<file path="src/core/erfe_defs.svh">
`ifndef ERFE_DEFS_SVH
`define ERFE_DEFS_SVH
// Function
// - strip valid preamble/delimiter header, else discard
// - need one delimiter byte, any preambles before
// - two zero bits before delimiter discard frame
// - address recognition after six bytes
// - append 32-bit status word with length, flags
// - buffer and frame events, mask gated interrupt
// - descriptor: set end, write status, clear vacant
// - set frame event after descriptor update
// - flag bit plus mask bit asserts interrupt
// - write one clears flag, zero keeps
// - event flags zero after reset
// - provide operational and fault event flags
// - error events bump counters regardless of mask
// ----------------------------------------------------------------
// register offsets
// ----------------------------------------------------------------
`define ERFE_OFS_EVENT_FLAGS 12'h004
`define ERFE_OFS_EVENT_MASK 12'h008
`define ERFE_OFS_RX_CTRL 12'h084
`define ERFE_OFS_ADDR_LOW 12'h0E4
`define ERFE_OFS_ADDR_HIGH 12'h0E8
`define ERFE_OFS_HASH_UPPER 12'h120
`define ERFE_OFS_HASH_LOWER 12'h124
`define ERFE_OFS_CNT_CRC 12'h200
`define ERFE_OFS_CNT_LONG 12'h204
`define ERFE_OFS_CNT_SPILL 12'h208
// ----------------------------------------------------------------
// event flag bit positions
// ----------------------------------------------------------------
`define ERFE_EV_HEARTBEAT_ERR 31
`define ERFE_EV_BABBLE_RX 30
`define ERFE_EV_BABBLE_TX 29
`define ERFE_EV_ORDERLY_HALT 28
`define ERFE_EV_TX_FRAME 27
`define ERFE_EV_TX_BUFFER 26
`define ERFE_EV_RX_FRAME 25
`define ERFE_EV_RX_BUFFER 24
`define ERFE_EV_LATE_COLL 21
`define ERFE_EV_RETRY_LIMIT 20
`define ERFE_EV_TX_STARVED 19
`define ERFE_EV_IMPL_MASK 32'hFF380000
// ----------------------------------------------------------------
// status word fields
// ----------------------------------------------------------------
`define ERFE_ST_MISS 31
`define ERFE_ST_BCAST 30
`define ERFE_ST_MCAST 29
`define ERFE_ST_LONG 28
`define ERFE_ST_ODD 27
`define ERFE_ST_CRC 26
`define ERFE_ST_SPILL 25
`define ERFE_ST_CUT 24
`define ERFE_ST_LEN_W 16
// ----------------------------------------------------------------
// descriptor bits
// ----------------------------------------------------------------
`define ERFE_BD_VACANT 15
`define ERFE_BD_LAST 11
// ----------------------------------------------------------------
// framing constants
// ----------------------------------------------------------------
`define ERFE_SFD_BYTE 8'hD5
`define ERFE_PRE_NIB 4'h5
`define ERFE_ADDR_BYTES 16'h0006
`define ERFE_MAX_LEN_RST 16'h05EE
`define ERFE_CRC_INIT 32'hFFFFFFFF
`define ERFE_CRC_RESIDUE 32'hC704DD7B
`define ERFE_CRC_POLY 32'h04C11DB7
`endif

</file>
<file path="src/core/erfe_pkg.sv">
package erfe_pkg;
	typedef enum logic [2:0] {
		ERFE_IDLE,
		ERFE_HUNT,
		ERFE_DATA,
		ERFE_DROP,
		ERFE_STAT,
		ERFE_DESC,
		ERFE_FLAG
	} erfe_state_t;
endpackage : erfe_pkg

</file>
<file path="src/core/erfe_crc.sv">
`timescale 1ns/100ps
`include "erfe_defs.svh"
// running crc over one nibble
module erfe_crc (
	// clock and reset
	input wire logic clk_sys_in,
	input wire logic srst_in,
	// control and data
	input wire logic clear_in,
	input wire logic step_in,
	input wire logic [3:0] nib_in,
	// state
	output logic crc_good_out
);
	logic [31:0] crc_q;
	logic [31:0] crc_d;
	// ----------------------------------------------------------------
	// nibble update, lsb first
	// ----------------------------------------------------------------
	always_comb begin
		crc_d = crc_q;
		for (int i = 0; i < 4; i++) begin
			if (crc_d[31] ^ nib_in[i]) begin
				crc_d = {crc_d[30:0], 1'b0} ^ `ERFE_CRC_POLY;
			end else begin
				crc_d = {crc_d[30:0], 1'b0};
			end
		end
	end
	// register
	always_ff @(posedge clk_sys_in) begin
		if (srst_in || clear_in) begin
			crc_q <= `ERFE_CRC_INIT;
		end else if (step_in) begin
			crc_q <= crc_d;
		end
	end
	// residue left once an intact checksum has passed through
	always_comb begin
		crc_good_out = 1'b0;
		if (crc_q == `ERFE_CRC_RESIDUE) begin
			crc_good_out = 1'b1;
		end
	end
endmodule : erfe_crc

</file>
<file path="src/core/erfe_cnt.sv">
`timescale 1ns/100ps
// saturating statistics counter
module erfe_cnt #(
	parameter int W = 16
) (
	// clock and reset
	input wire logic clk_sys_in,
	input wire logic srst_in,
	// event
	input wire logic bump_in,
	// value
	output logic [W-1:0] count_out
);
	// count, hold at maximum
	always_ff @(posedge clk_sys_in) begin
		if (srst_in) begin
			count_out <= '0;
		end else if (bump_in && !(&count_out)) begin
			count_out <= count_out + 1'b1;
		end
	end
endmodule : erfe_cnt

</file>
<file path="src/core/erfe_rx.sv">
`timescale 1ns/100ps
`include "erfe_defs.svh"
module erfe_rx #(
	parameter int CW = 16
) (
	// clock and reset
	input wire logic clk_sys_in,
	input wire logic srst_in,
	// mii receive, one nibble per strobe
	input wire logic rx_dv_in,
	input wire logic rx_er_in,
	input wire logic rx_nib_en_in,
	input wire logic [3:0] rxd_in,
	// receive fifo write
	output logic fifo_wr_out,
	output logic [31:0] fifo_data_out,
	output logic fifo_stat_out,
	input wire logic fifo_full_in,
	// descriptor write
	output logic desc_wr_out,
	output logic [15:0] desc_out,
	// other event sources
	input wire logic [31:0] ext_events_in,
	// register port
	input wire logic [11:0] reg_addr_in,
	input wire logic [31:0] reg_wdata_in,
	input wire logic reg_wr_in,
	input wire logic reg_rd_in,
	output logic [31:0] reg_rdata_out,
	// interrupt
	output logic irq_out,
	// receiver state
	output logic rx_busy_out
);
	erfe_pkg::erfe_state_t state_q;
	logic [31:0] flags_q;
	logic [31:0] mask_q;
	logic [31:0] hash_up_q;
	logic [31:0] hash_lo_q;
	logic [31:0] addr_lo_q;
	logic [15:0] addr_hi_q;
	logic [15:0] max_len_q;
	logic en_q;
	logic prom_q;
	logic prev_zero_q;
	logic half_q;
	logic [3:0] lo_nib_q;
	logic [15:0] len_q;
	logic [47:0] da_q;
	logic [1:0] bidx_q;
	logic [31:0] word_q;
	logic miss_q, bcast_q, mcast_q, long_q, odd_q, spill_q, cut_q, crc_bad_q;
	logic [31:0] stat_q;
	logic crc_good;
	logic [CW-1:0] cnt_crc, cnt_long, cnt_spill;
	logic ev_rx_frame, ev_rx_buf;
	logic [7:0] byte_v;
	logic [5:0] hidx;
	logic hash_hit;
	logic crc_clr;
	logic crc_step;
	assign byte_v = {rxd_in, lo_nib_q};
	assign crc_clr = (state_q == erfe_pkg::ERFE_HUNT);
	assign crc_step = (state_q == erfe_pkg::ERFE_DATA) && rx_dv_in && rx_nib_en_in;
	assign rx_busy_out = (state_q != erfe_pkg::ERFE_IDLE);
	// ----------------------------------------------------------------
	// frame checker and counters
	// ----------------------------------------------------------------
	erfe_crc u_crc (
		.clk_sys_in(clk_sys_in),
		.srst_in(srst_in),
		.clear_in(crc_clr),
		.step_in(crc_step),
		.nib_in(rxd_in),
		.crc_good_out(crc_good)
	);
	// error events counted whatever the mask
	erfe_cnt #(.W(CW)) u_cnt_crc (
		.clk_sys_in(clk_sys_in), .srst_in(srst_in),
		.bump_in(state_q == erfe_pkg::ERFE_STAT && crc_bad_q),
		.count_out(cnt_crc)
	);
	erfe_cnt #(.W(CW)) u_cnt_long (
		.clk_sys_in(clk_sys_in), .srst_in(srst_in),
		.bump_in(state_q == erfe_pkg::ERFE_STAT && long_q),
		.count_out(cnt_long)
	);
	erfe_cnt #(.W(CW)) u_cnt_spill (
		.clk_sys_in(clk_sys_in), .srst_in(srst_in),
		.bump_in(state_q == erfe_pkg::ERFE_STAT && spill_q),
		.count_out(cnt_spill)
	);
	// ----------------------------------------------------------------
	// receive state machine
	// ----------------------------------------------------------------
	always_ff @(posedge clk_sys_in) begin
		if (srst_in) begin
			state_q <= erfe_pkg::ERFE_IDLE;
			prev_zero_q <= 1'b0;
			half_q <= 1'b0;
			lo_nib_q <= 4'h0;
		end else begin
			case (state_q)
				erfe_pkg::ERFE_IDLE: begin
					if (en_q && !rx_dv_in) begin
						state_q <= erfe_pkg::ERFE_HUNT;
					end
					half_q <= 1'b0;
					prev_zero_q <= 1'b0;
				end
				erfe_pkg::ERFE_HUNT: begin
					// any preambles, then one delimiter byte
					if (rx_dv_in && rx_nib_en_in) begin
						lo_nib_q <= rxd_in;
						prev_zero_q <= ~rxd_in[3];
						if ((prev_zero_q && !rxd_in[0]) || (rxd_in[1:0] == 2'b00) ||
								(rxd_in[2:1] == 2'b00) || (rxd_in[3:2] == 2'b00)) begin
							state_q <= erfe_pkg::ERFE_DROP;
						end else if (byte_v == `ERFE_SFD_BYTE) begin
							state_q <= erfe_pkg::ERFE_DATA;
							half_q <= 1'b0;
						end
					end else if (!rx_dv_in && prev_zero_q != 1'b0) begin
						prev_zero_q <= 1'b0;
					end
				end
				erfe_pkg::ERFE_DATA: begin
					if (!rx_dv_in) begin
						state_q <= erfe_pkg::ERFE_STAT;
					end else if (rx_nib_en_in) begin
						half_q <= ~half_q;
						lo_nib_q <= rxd_in;
					end
				end
				erfe_pkg::ERFE_DROP: begin
					// discarded frame leaves no trace
					if (!rx_dv_in) begin
						state_q <= erfe_pkg::ERFE_IDLE;
					end
				end
				erfe_pkg::ERFE_STAT: begin
					if (!fifo_full_in) begin
						state_q <= erfe_pkg::ERFE_DESC;
					end
				end
				erfe_pkg::ERFE_DESC: begin
					state_q <= erfe_pkg::ERFE_FLAG;
				end
				erfe_pkg::ERFE_FLAG: begin
					state_q <= erfe_pkg::ERFE_IDLE;
				end
				default: begin
					state_q <= erfe_pkg::ERFE_IDLE;
				end
			endcase
		end
	end
	// ----------------------------------------------------------------
	// byte assembly, length and address capture
	// ----------------------------------------------------------------
	always_ff @(posedge clk_sys_in) begin
		if (srst_in || state_q == erfe_pkg::ERFE_HUNT) begin
			len_q <= 16'h0000;
			da_q <= 48'h0;
			bidx_q <= 2'b00;
			word_q <= 32'h0;
		end else if (state_q == erfe_pkg::ERFE_DATA && rx_dv_in && rx_nib_en_in && half_q) begin
			len_q <= len_q + 16'h0001;
			if (len_q < `ERFE_ADDR_BYTES) begin
				da_q <= {da_q[39:0], byte_v};
			end
			word_q[bidx_q*8 +: 8] <= byte_v;
			bidx_q <= bidx_q + 2'b01;
		end else if (state_q == erfe_pkg::ERFE_STAT) begin
			bidx_q <= 2'b00;
		end
	end
	// hash index: xor of the low six bits of each address byte
	assign hidx = da_q[5:0] ^ da_q[13:8] ^ da_q[21:16] ^ da_q[29:24] ^ da_q[37:32] ^ da_q[45:40];
	assign hash_hit = hidx[5] ? hash_up_q[hidx[4:0]] : hash_lo_q[hidx[4:0]];
	// ----------------------------------------------------------------
	// error and address flags
	// ----------------------------------------------------------------
	always_ff @(posedge clk_sys_in) begin
		if (srst_in || state_q == erfe_pkg::ERFE_HUNT) begin
			{miss_q, bcast_q, mcast_q, long_q, odd_q, spill_q, cut_q, crc_bad_q} <= 8'h00;
		end else if (state_q == erfe_pkg::ERFE_DATA) begin
			if (len_q == `ERFE_ADDR_BYTES && !half_q) begin
				// recognition once six bytes are in
				bcast_q <= &da_q;
				mcast_q <= da_q[40] && !(&da_q);
				miss_q <= !prom_q && !(&da_q) && !(da_q[40] && hash_hit) &&
					(da_q != {addr_lo_q, addr_hi_q});
			end
			if (rx_dv_in && rx_er_in) begin
				crc_bad_q <= 1'b1;
			end
			if (len_q > max_len_q) begin
				long_q <= 1'b1;
				cut_q <= 1'b1;
			end
			if (fifo_wr_out && fifo_full_in) begin
				spill_q <= 1'b1;
			end
			if (!rx_dv_in) begin
				odd_q <= half_q;
				crc_bad_q <= crc_bad_q || !crc_good;
			end
		end
	end
	// ----------------------------------------------------------------
	// fifo writes: data words, then status word
	// ----------------------------------------------------------------
	always_comb begin
		stat_q = 32'h0;
		stat_q[`ERFE_ST_MISS] = miss_q;
		stat_q[`ERFE_ST_BCAST] = bcast_q;
		stat_q[`ERFE_ST_MCAST] = mcast_q;
		stat_q[`ERFE_ST_LONG] = long_q;
		stat_q[`ERFE_ST_ODD] = odd_q;
		stat_q[`ERFE_ST_CRC] = crc_bad_q;
		stat_q[`ERFE_ST_SPILL] = spill_q;
		stat_q[`ERFE_ST_CUT] = cut_q;
		stat_q[`ERFE_ST_LEN_W-1:0] = len_q;
	end
	always_ff @(posedge clk_sys_in) begin
		if (srst_in) begin
			fifo_wr_out <= 1'b0;
			fifo_data_out <= 32'h0;
			fifo_stat_out <= 1'b0;
		end else begin
			fifo_wr_out <= 1'b0;
			fifo_stat_out <= 1'b0;
			if (state_q == erfe_pkg::ERFE_DATA && !cut_q && rx_dv_in && rx_nib_en_in && half_q &&
					bidx_q == 2'b11) begin
				fifo_wr_out <= 1'b1;
				fifo_data_out <= {byte_v, word_q[23:0]};
			end else if (state_q == erfe_pkg::ERFE_DATA && !rx_dv_in && bidx_q != 2'b00) begin
				fifo_wr_out <= 1'b1;
				fifo_data_out <= word_q;
			end else if (state_q == erfe_pkg::ERFE_STAT && !fifo_full_in) begin
				fifo_wr_out <= 1'b1;
				fifo_stat_out <= 1'b1;
				fifo_data_out <= stat_q;
			end
		end
	end
	// ----------------------------------------------------------------
	// descriptor update
	// ----------------------------------------------------------------
	always_ff @(posedge clk_sys_in) begin
		if (srst_in) begin
			desc_wr_out <= 1'b0;
			desc_out <= 16'h0;
		end else begin
			desc_wr_out <= (state_q == erfe_pkg::ERFE_DESC);
			if (state_q == erfe_pkg::ERFE_DESC) begin
				desc_out <= {1'b0, 3'b000, 1'b1, miss_q, bcast_q, mcast_q, long_q, odd_q, 1'b0,
					crc_bad_q, spill_q, cut_q, 2'b00};
			end
		end
	end
	// ----------------------------------------------------------------
	// events: rx buffer on each fifo data word, rx frame after descriptor
	// ----------------------------------------------------------------
	assign ev_rx_buf = fifo_wr_out && !fifo_stat_out;
	assign ev_rx_frame = (state_q == erfe_pkg::ERFE_FLAG);
	always_ff @(posedge clk_sys_in) begin
		if (srst_in) begin
			flags_q <= 32'h0;
		end else begin
			// set wins over a same-cycle clear
			flags_q <= ((reg_wr_in && reg_addr_in == `ERFE_OFS_EVENT_FLAGS) ?
				(flags_q & ~reg_wdata_in) : flags_q) |
				(ext_events_in & `ERFE_EV_IMPL_MASK) |
				({31'h0, ev_rx_frame} << `ERFE_EV_RX_FRAME) | ({31'h0, ev_rx_buf} << `ERFE_EV_RX_BUFFER);
		end
	end
	// interrupt when flag and mask coincide
	always_ff @(posedge clk_sys_in) begin
		if (srst_in) begin
			irq_out <= 1'b0;
		end else begin
			irq_out <= |(flags_q & mask_q);
		end
	end
	// ----------------------------------------------------------------
	// register writes
	// ----------------------------------------------------------------
	always_ff @(posedge clk_sys_in) begin
		if (srst_in) begin
			mask_q <= 32'h0;
			hash_up_q <= 32'h0;
			hash_lo_q <= 32'h0;
			addr_lo_q <= 32'h0;
			addr_hi_q <= 16'h0;
			max_len_q <= `ERFE_MAX_LEN_RST;
			en_q <= 1'b0;
			prom_q <= 1'b0;
		end else if (reg_wr_in) begin
			case (reg_addr_in)
				`ERFE_OFS_EVENT_MASK: mask_q <= reg_wdata_in & `ERFE_EV_IMPL_MASK;
				`ERFE_OFS_HASH_UPPER: hash_up_q <= reg_wdata_in;
				`ERFE_OFS_HASH_LOWER: hash_lo_q <= reg_wdata_in;
				`ERFE_OFS_ADDR_LOW: addr_lo_q <= reg_wdata_in;
				`ERFE_OFS_ADDR_HIGH: addr_hi_q <= reg_wdata_in[31:16];
				`ERFE_OFS_RX_CTRL: begin
					max_len_q <= reg_wdata_in[31:16];
					prom_q <= reg_wdata_in[3];
					en_q <= reg_wdata_in[0];
				end
				default: begin
				end
			endcase
		end
	end
	// read data, one cycle after strobe, zero otherwise
	always_ff @(posedge clk_sys_in) begin
		if (srst_in || !reg_rd_in) begin
			reg_rdata_out <= 32'h0;
		end else begin
			case (reg_addr_in)
				`ERFE_OFS_EVENT_FLAGS: reg_rdata_out <= flags_q;
				`ERFE_OFS_EVENT_MASK: reg_rdata_out <= mask_q;
				`ERFE_OFS_HASH_UPPER: reg_rdata_out <= hash_up_q;
				`ERFE_OFS_HASH_LOWER: reg_rdata_out <= hash_lo_q;
				`ERFE_OFS_ADDR_LOW: reg_rdata_out <= addr_lo_q;
				`ERFE_OFS_ADDR_HIGH: reg_rdata_out <= {addr_hi_q, 16'h0};
				`ERFE_OFS_RX_CTRL: reg_rdata_out <= {max_len_q, 12'h0, prom_q, 2'b00, en_q};
				`ERFE_OFS_CNT_CRC: reg_rdata_out <= 32'(cnt_crc);
				`ERFE_OFS_CNT_LONG: reg_rdata_out <= 32'(cnt_long);
				`ERFE_OFS_CNT_SPILL: reg_rdata_out <= 32'(cnt_spill);
				default: reg_rdata_out <= 32'h0;
			endcase
		end
	end
endmodule : erfe_rx

</file>
<file path="config.mk">
export PLATFORM = sky130hd
export DESIGN_NAME = erfe_rx
export DESIGN_NICKNAME = d
export VERILOG_FILES = /design/src/core/erfe_pkg.sv /design/src/core/erfe_crc.sv /design/src/core/erfe_cnt.sv /design/src/core/erfe_rx.sv
export VERILOG_INCLUDE_DIRS = /design/src /design/src/core
export SDC_FILE = /design/constraint.sdc
export NUM_CORES = 1
export LEC_CHECK = 0
export ABC_AREA = 1
export BUFFER_PORTS_ARGS = -buffer_cell sky130_fd_sc_hd__buf_2
export CORE_ASPECT_RATIO = 1.25
export CORE_MARGIN = 2
export CORE_UTILIZATION = 38
export DETAILED_ROUTE_END_ITERATION = 8
export PLACE_DENSITY = 0.54
export SLEW_MARGIN = 20
export SYNTH_ARGS = -nofsm -noshare
export SYNTH_HDL_FRONTEND = slang
export SYNTH_HIERARCHICAL = 1
export SYNTH_SLANG_ARGS = --single-unit
</file>
<file path="constraint.sdc">
create_clock -name clk_sys_in -period 2.9 [get_ports clk_sys_in]
set_input_delay 0.145 -clock clk_sys_in [delete_from_list [all_inputs] [get_ports clk_sys_in]]
set_output_delay 0.145 -clock clk_sys_in [all_outputs]
set_load 0.02 [all_outputs]
</file>
==> results by stage <==
Run status:
- The flow ran to the end, and the final reports show no timing, DRC or antenna violations.

STA:
- The routed design could run at a clock period as short as 2530 ps.
- Of the available clock period, the critical path in the final layout requires 0.872.
- Static timing analysis puts the maximum clock frequency at 396 MHz.
- The final-report setup violation count is 0.
- The total count of max-transition violations in the final report is 0.
- The relative slew slack is 0.443.
- For the final routed database, the setup TNS stands at 0 ps.
- Setup repair after global routing left no endpoint under its margin.
- The final count of hold timing violations is 0.
- For the final database, setup skew stands at 34.9 ps.
- The slew at the pin with the worst max-slew slack is 815 ps.

Detailed routing:
- The pre-antenna-repair detailed-routing pass consisted of 6 iterations.
- The wire length per cell after detailed routing is 20.9 um.
- The number of remaining DRC errors is 0.
- The first routing iteration left 1543 violations.
- In the routed layout, each cell is associated on average with a via count of 5.43.
- The count of nets left with antenna violations once routing finished came out at 0.
- The final layout contains routed wiring with a total length of 81.2 mm.
- Summing over every cut layer, the via total after detailed routing is 21100.

Die:
- The floorplan row count is 97.
- The floorplan step set the die height to 269 um.
- The initial core utilization is 0.383.
- The number of top-level pins is 173.
- The die outline area is 58100 sq um.
- The die width is 216 um.
- The total area inside the core boundary comes to 55800 sq um.

Clock tree:
- Clock tree synthesis selected as its root buffer the cell sky130_fd_sc_hd__clkbuf_16.
- The total clock sinks is 443.
- In this run the deepest clock path goes through 3 buffers.
- The clock-pin transition on the worst setup and hold timing paths is 60 ps.
- The clock tree from TritonCTS is yes.
- The number of buffers created by CTS is 48.
- CTS built an H-tree with a depth of 2.
- At the later pin of the worst-skew pair, clock insertion delay measures 620 ps.

Power:
- The power after layout is 13.9 mW.
- The internal power of the cells is 10.3 mW.
- The logic gate share of total power is 0.097.
- The peak supply drop is 0.450 mV.
- The switching fraction of total power is 0.264.
- Of the total power, registers draw 0.448.
- In this run the power density over the cells is 554 nW/um^2.
- The total net switching power is 3.69 mW.
- The clock network fraction of design power is 0.455.
- The analysis attributes to cell leakage a power of 9.77 nW.

Logic synthesis:
- In the synthesized netlist the dominant register cell turns out to be sky130_fd_sc_hd__dfxtp_1.
- By area the synthesized netlist is led by sky130_fd_sc_hd__dfxtp_1 42%, sky130_fd_sc_hd__nand2_1 9.5%, sky130_fd_sc_hd__a21oi_1 6.2%, sky130_fd_sc_hd__inv_1 5.3%, sky130_fd_sc_hd__nand3_1 5.2%.
- Counting flops with an async set or reset pin after synthesis yields a share of 0.
- In this run the cell area of the synthesized design comes to 21400 sq um.
- The register area share after synthesis is 0.415.
- The count of distinct cell types in the synthesized netlist is 52.
- Synthesis handed over a netlist of 2929 instances.
- The number of enable-type register cells in the synthesized netlist is 0.
- The fraction of synthesized cell area taken by the top area cell type is 0.415.
- The flip-flop and latch count after synthesis is 443.
- The leading area contributor after synthesis is sky130_fd_sc_hd__dfxtp_1.
- The mean area per synthesized cell is 7.29 sq um.
- During synthesis, Yosys emitted a total of 6 warnings.

Critical path:
- The category of cells accounting for the largest share of critical-path delay is simple AND/OR/NAND/NOR gates.
- STA puts the critical path data arrival time at 3000 ps.
- The worst setup path is of the reg2reg kind.
- The critical path contains buffers and inverters numbering 5 combined.
- The standard cell with the maximum stage delay on the critical path is sky130_fd_sc_hd__dfxtp_1.
- For the worst setup path, the data required time is 3370 ps.
- Along the worst path, the maximum fanout reaches 22.
- In this design, the critical path's most frequently occurring cell is sky130_fd_sc_hd__inv_2.
- STA classifies the critical path startpoint as a register.
- The kind of end point of the critical path is a register.
- The delay of the slowest cell on the worst path is 390 ps.
- Traced cell by cell, the critical path runs through inv_2 > nor3_4 > inv_2 > nor4_1 > and3_1 > inv_2 > nand2_2 > buf_4 > inv_1 > o21ai_0 > o21ai_0.

Final layout:
- Leaving out fill and tap cells, the most frequent cell in the layout is sky130_fd_sc_hd__nand2_1.
- da_q holds more flip-flops than any other register.
- The top cell types in the final layout, fill and taps aside, are 540 x sky130_fd_sc_hd__nand2_1, 443 x sky130_fd_sc_hd__dfxtp_1, 299 x sky130_fd_sc_hd__inv_1.
- The share of cells above drive strength 1 is 0.130.
- Compared with the post-synthesis result, the final layout area differs by 18.0%.
- The post-layout utilization of the core is 0.451.
- The final layout contains 3224 nets.
- The register with the most flip-flops in the layout has 48 of them.

GRT:
- The first global-routing pass estimated 122 mm of wire.
- The initial antenna violation count came to 2.
- The pin count of the biggest net entering global routing is 67.
- For this run, the total global-route usage over all layers was measured as 0.272.
- For this run the aggregate overflow at the end of global routing stands at 0.
- The number of global-route vias before repair is 20300.

Placed design:
- The final HPWL from detailed placement is 60.1 mm.
- The count of buffers inserted at the top-level ports is 144.
- The congestion estimate from routability-driven global placement came to 0.972.

Flow run:
- Across the run, the number of max-cap violations was 0.

Worst hold path:
- The worst hold path belongs to the class in2reg.
timing repair:
action | 4_1_cts | 5_1_grt
hold buffers | 55 | 0
endpoints found under the setup margin | 0 | 10
gates resized for setup | 0 | 1
setup buffers | 0 | 0
hold endpoints to repair | 167 | 0
layer usage:
metal	global-route usage	wire length, um	up-vias
li1	-	-	10200
met2	0.475	39900	734
met3	0.0365	4170	199
met4	0.151	4760	0
met1	0.320	32300	9955
met5	0	0	-
cell families (layout without fill, tap and decap cells):
| kind of cell | count (synthesis) | after routing | synth area share |
|---|---|---|---|
| flip-flops | 443 | 443 | 0.415 |
| AO/OA/AOI/OAI | 705 | 705 | 0.195 |
| XOR/XNOR | 64 | 64 | 0.0269 |
| buffers and inverters | 462 | 672 | 0.0863 |
| AND/OR/NAND/NOR | 1228 | 1228 | 0.261 |
| adder cells (fa/ha/maj) | 26 | 26 | 0.0152 |
| other | 1 | 8 | 0.000176 |
area by class of cell:
class | instances | area, sq um
antenna | 1 | 2.50
multi-input combinational | 2030 | 10700
sequential | 443 | 8870
clock buffer | 71 | 1400
tap | 742 | 928
clock inverter | 14 | 200
inverter | 318 | 1190
fill | 5749 | 30600
timing repair buffer | 269 | 1890
power by group through the flow:
stage	clock network [mW]	logic, mW	registers [mW]
2_1_floorplan	0	0.742	6.40
3_3_place_gp	0	1.25	6.38
3_5_place_dp	0	1.27	6.38
4_1_cts	6.46	1.34	6.25
5_1_grt	6.70	1.47	6.25
6_report	6.35	1.35	6.25
cells in the mapped netlist (all sizes together) (25+ instances only):
library cell and count:
o21ai 205, buf 45, nand3 227, dfxtp 443, nand4 65, ha 26
a22o 25, nor2 315, clkbuf 99, o211ai 36, xnor2 48, a31oi 28
a211oi 79, a21oi 272, inv 318, nand2 576
worst min-delay path, stage by stage:
cell	delay (ps)
sky130_fd_sc_hd__buf_2	140
sky130_fd_sc_hd__nand2_1	210
sky130_fd_sc_hd__a21oi_1	100
final timing paths:
kind	startpoint	endpoint	slack (ps)	cells after the start
worst max register to register	state_q[1]	fifo_data_out[15]	370	11
worst max-delay path	state_q[1]	fifo_data_out[15]	370	11
worst min register to register	desc_out[11]	desc_out[11]	460	2
worst min-delay path	reg_wr_in	en_q	60	3
through the flow:
step	instance area, sq um	instances	hold slack, ps	setup WS (ps)
2_1_floorplan	21400	2935	207	805
3_3_place_gp	23000	3747	354	95.1
3_5_place_dp	23000	3747	364	73.4
4_1_cts	25200	3887	51.2	64.7
5_1_grt	25200	3888	90.0	125
6_report	25200	3888	61.7	372
Power figures use the tool's default switching activity.
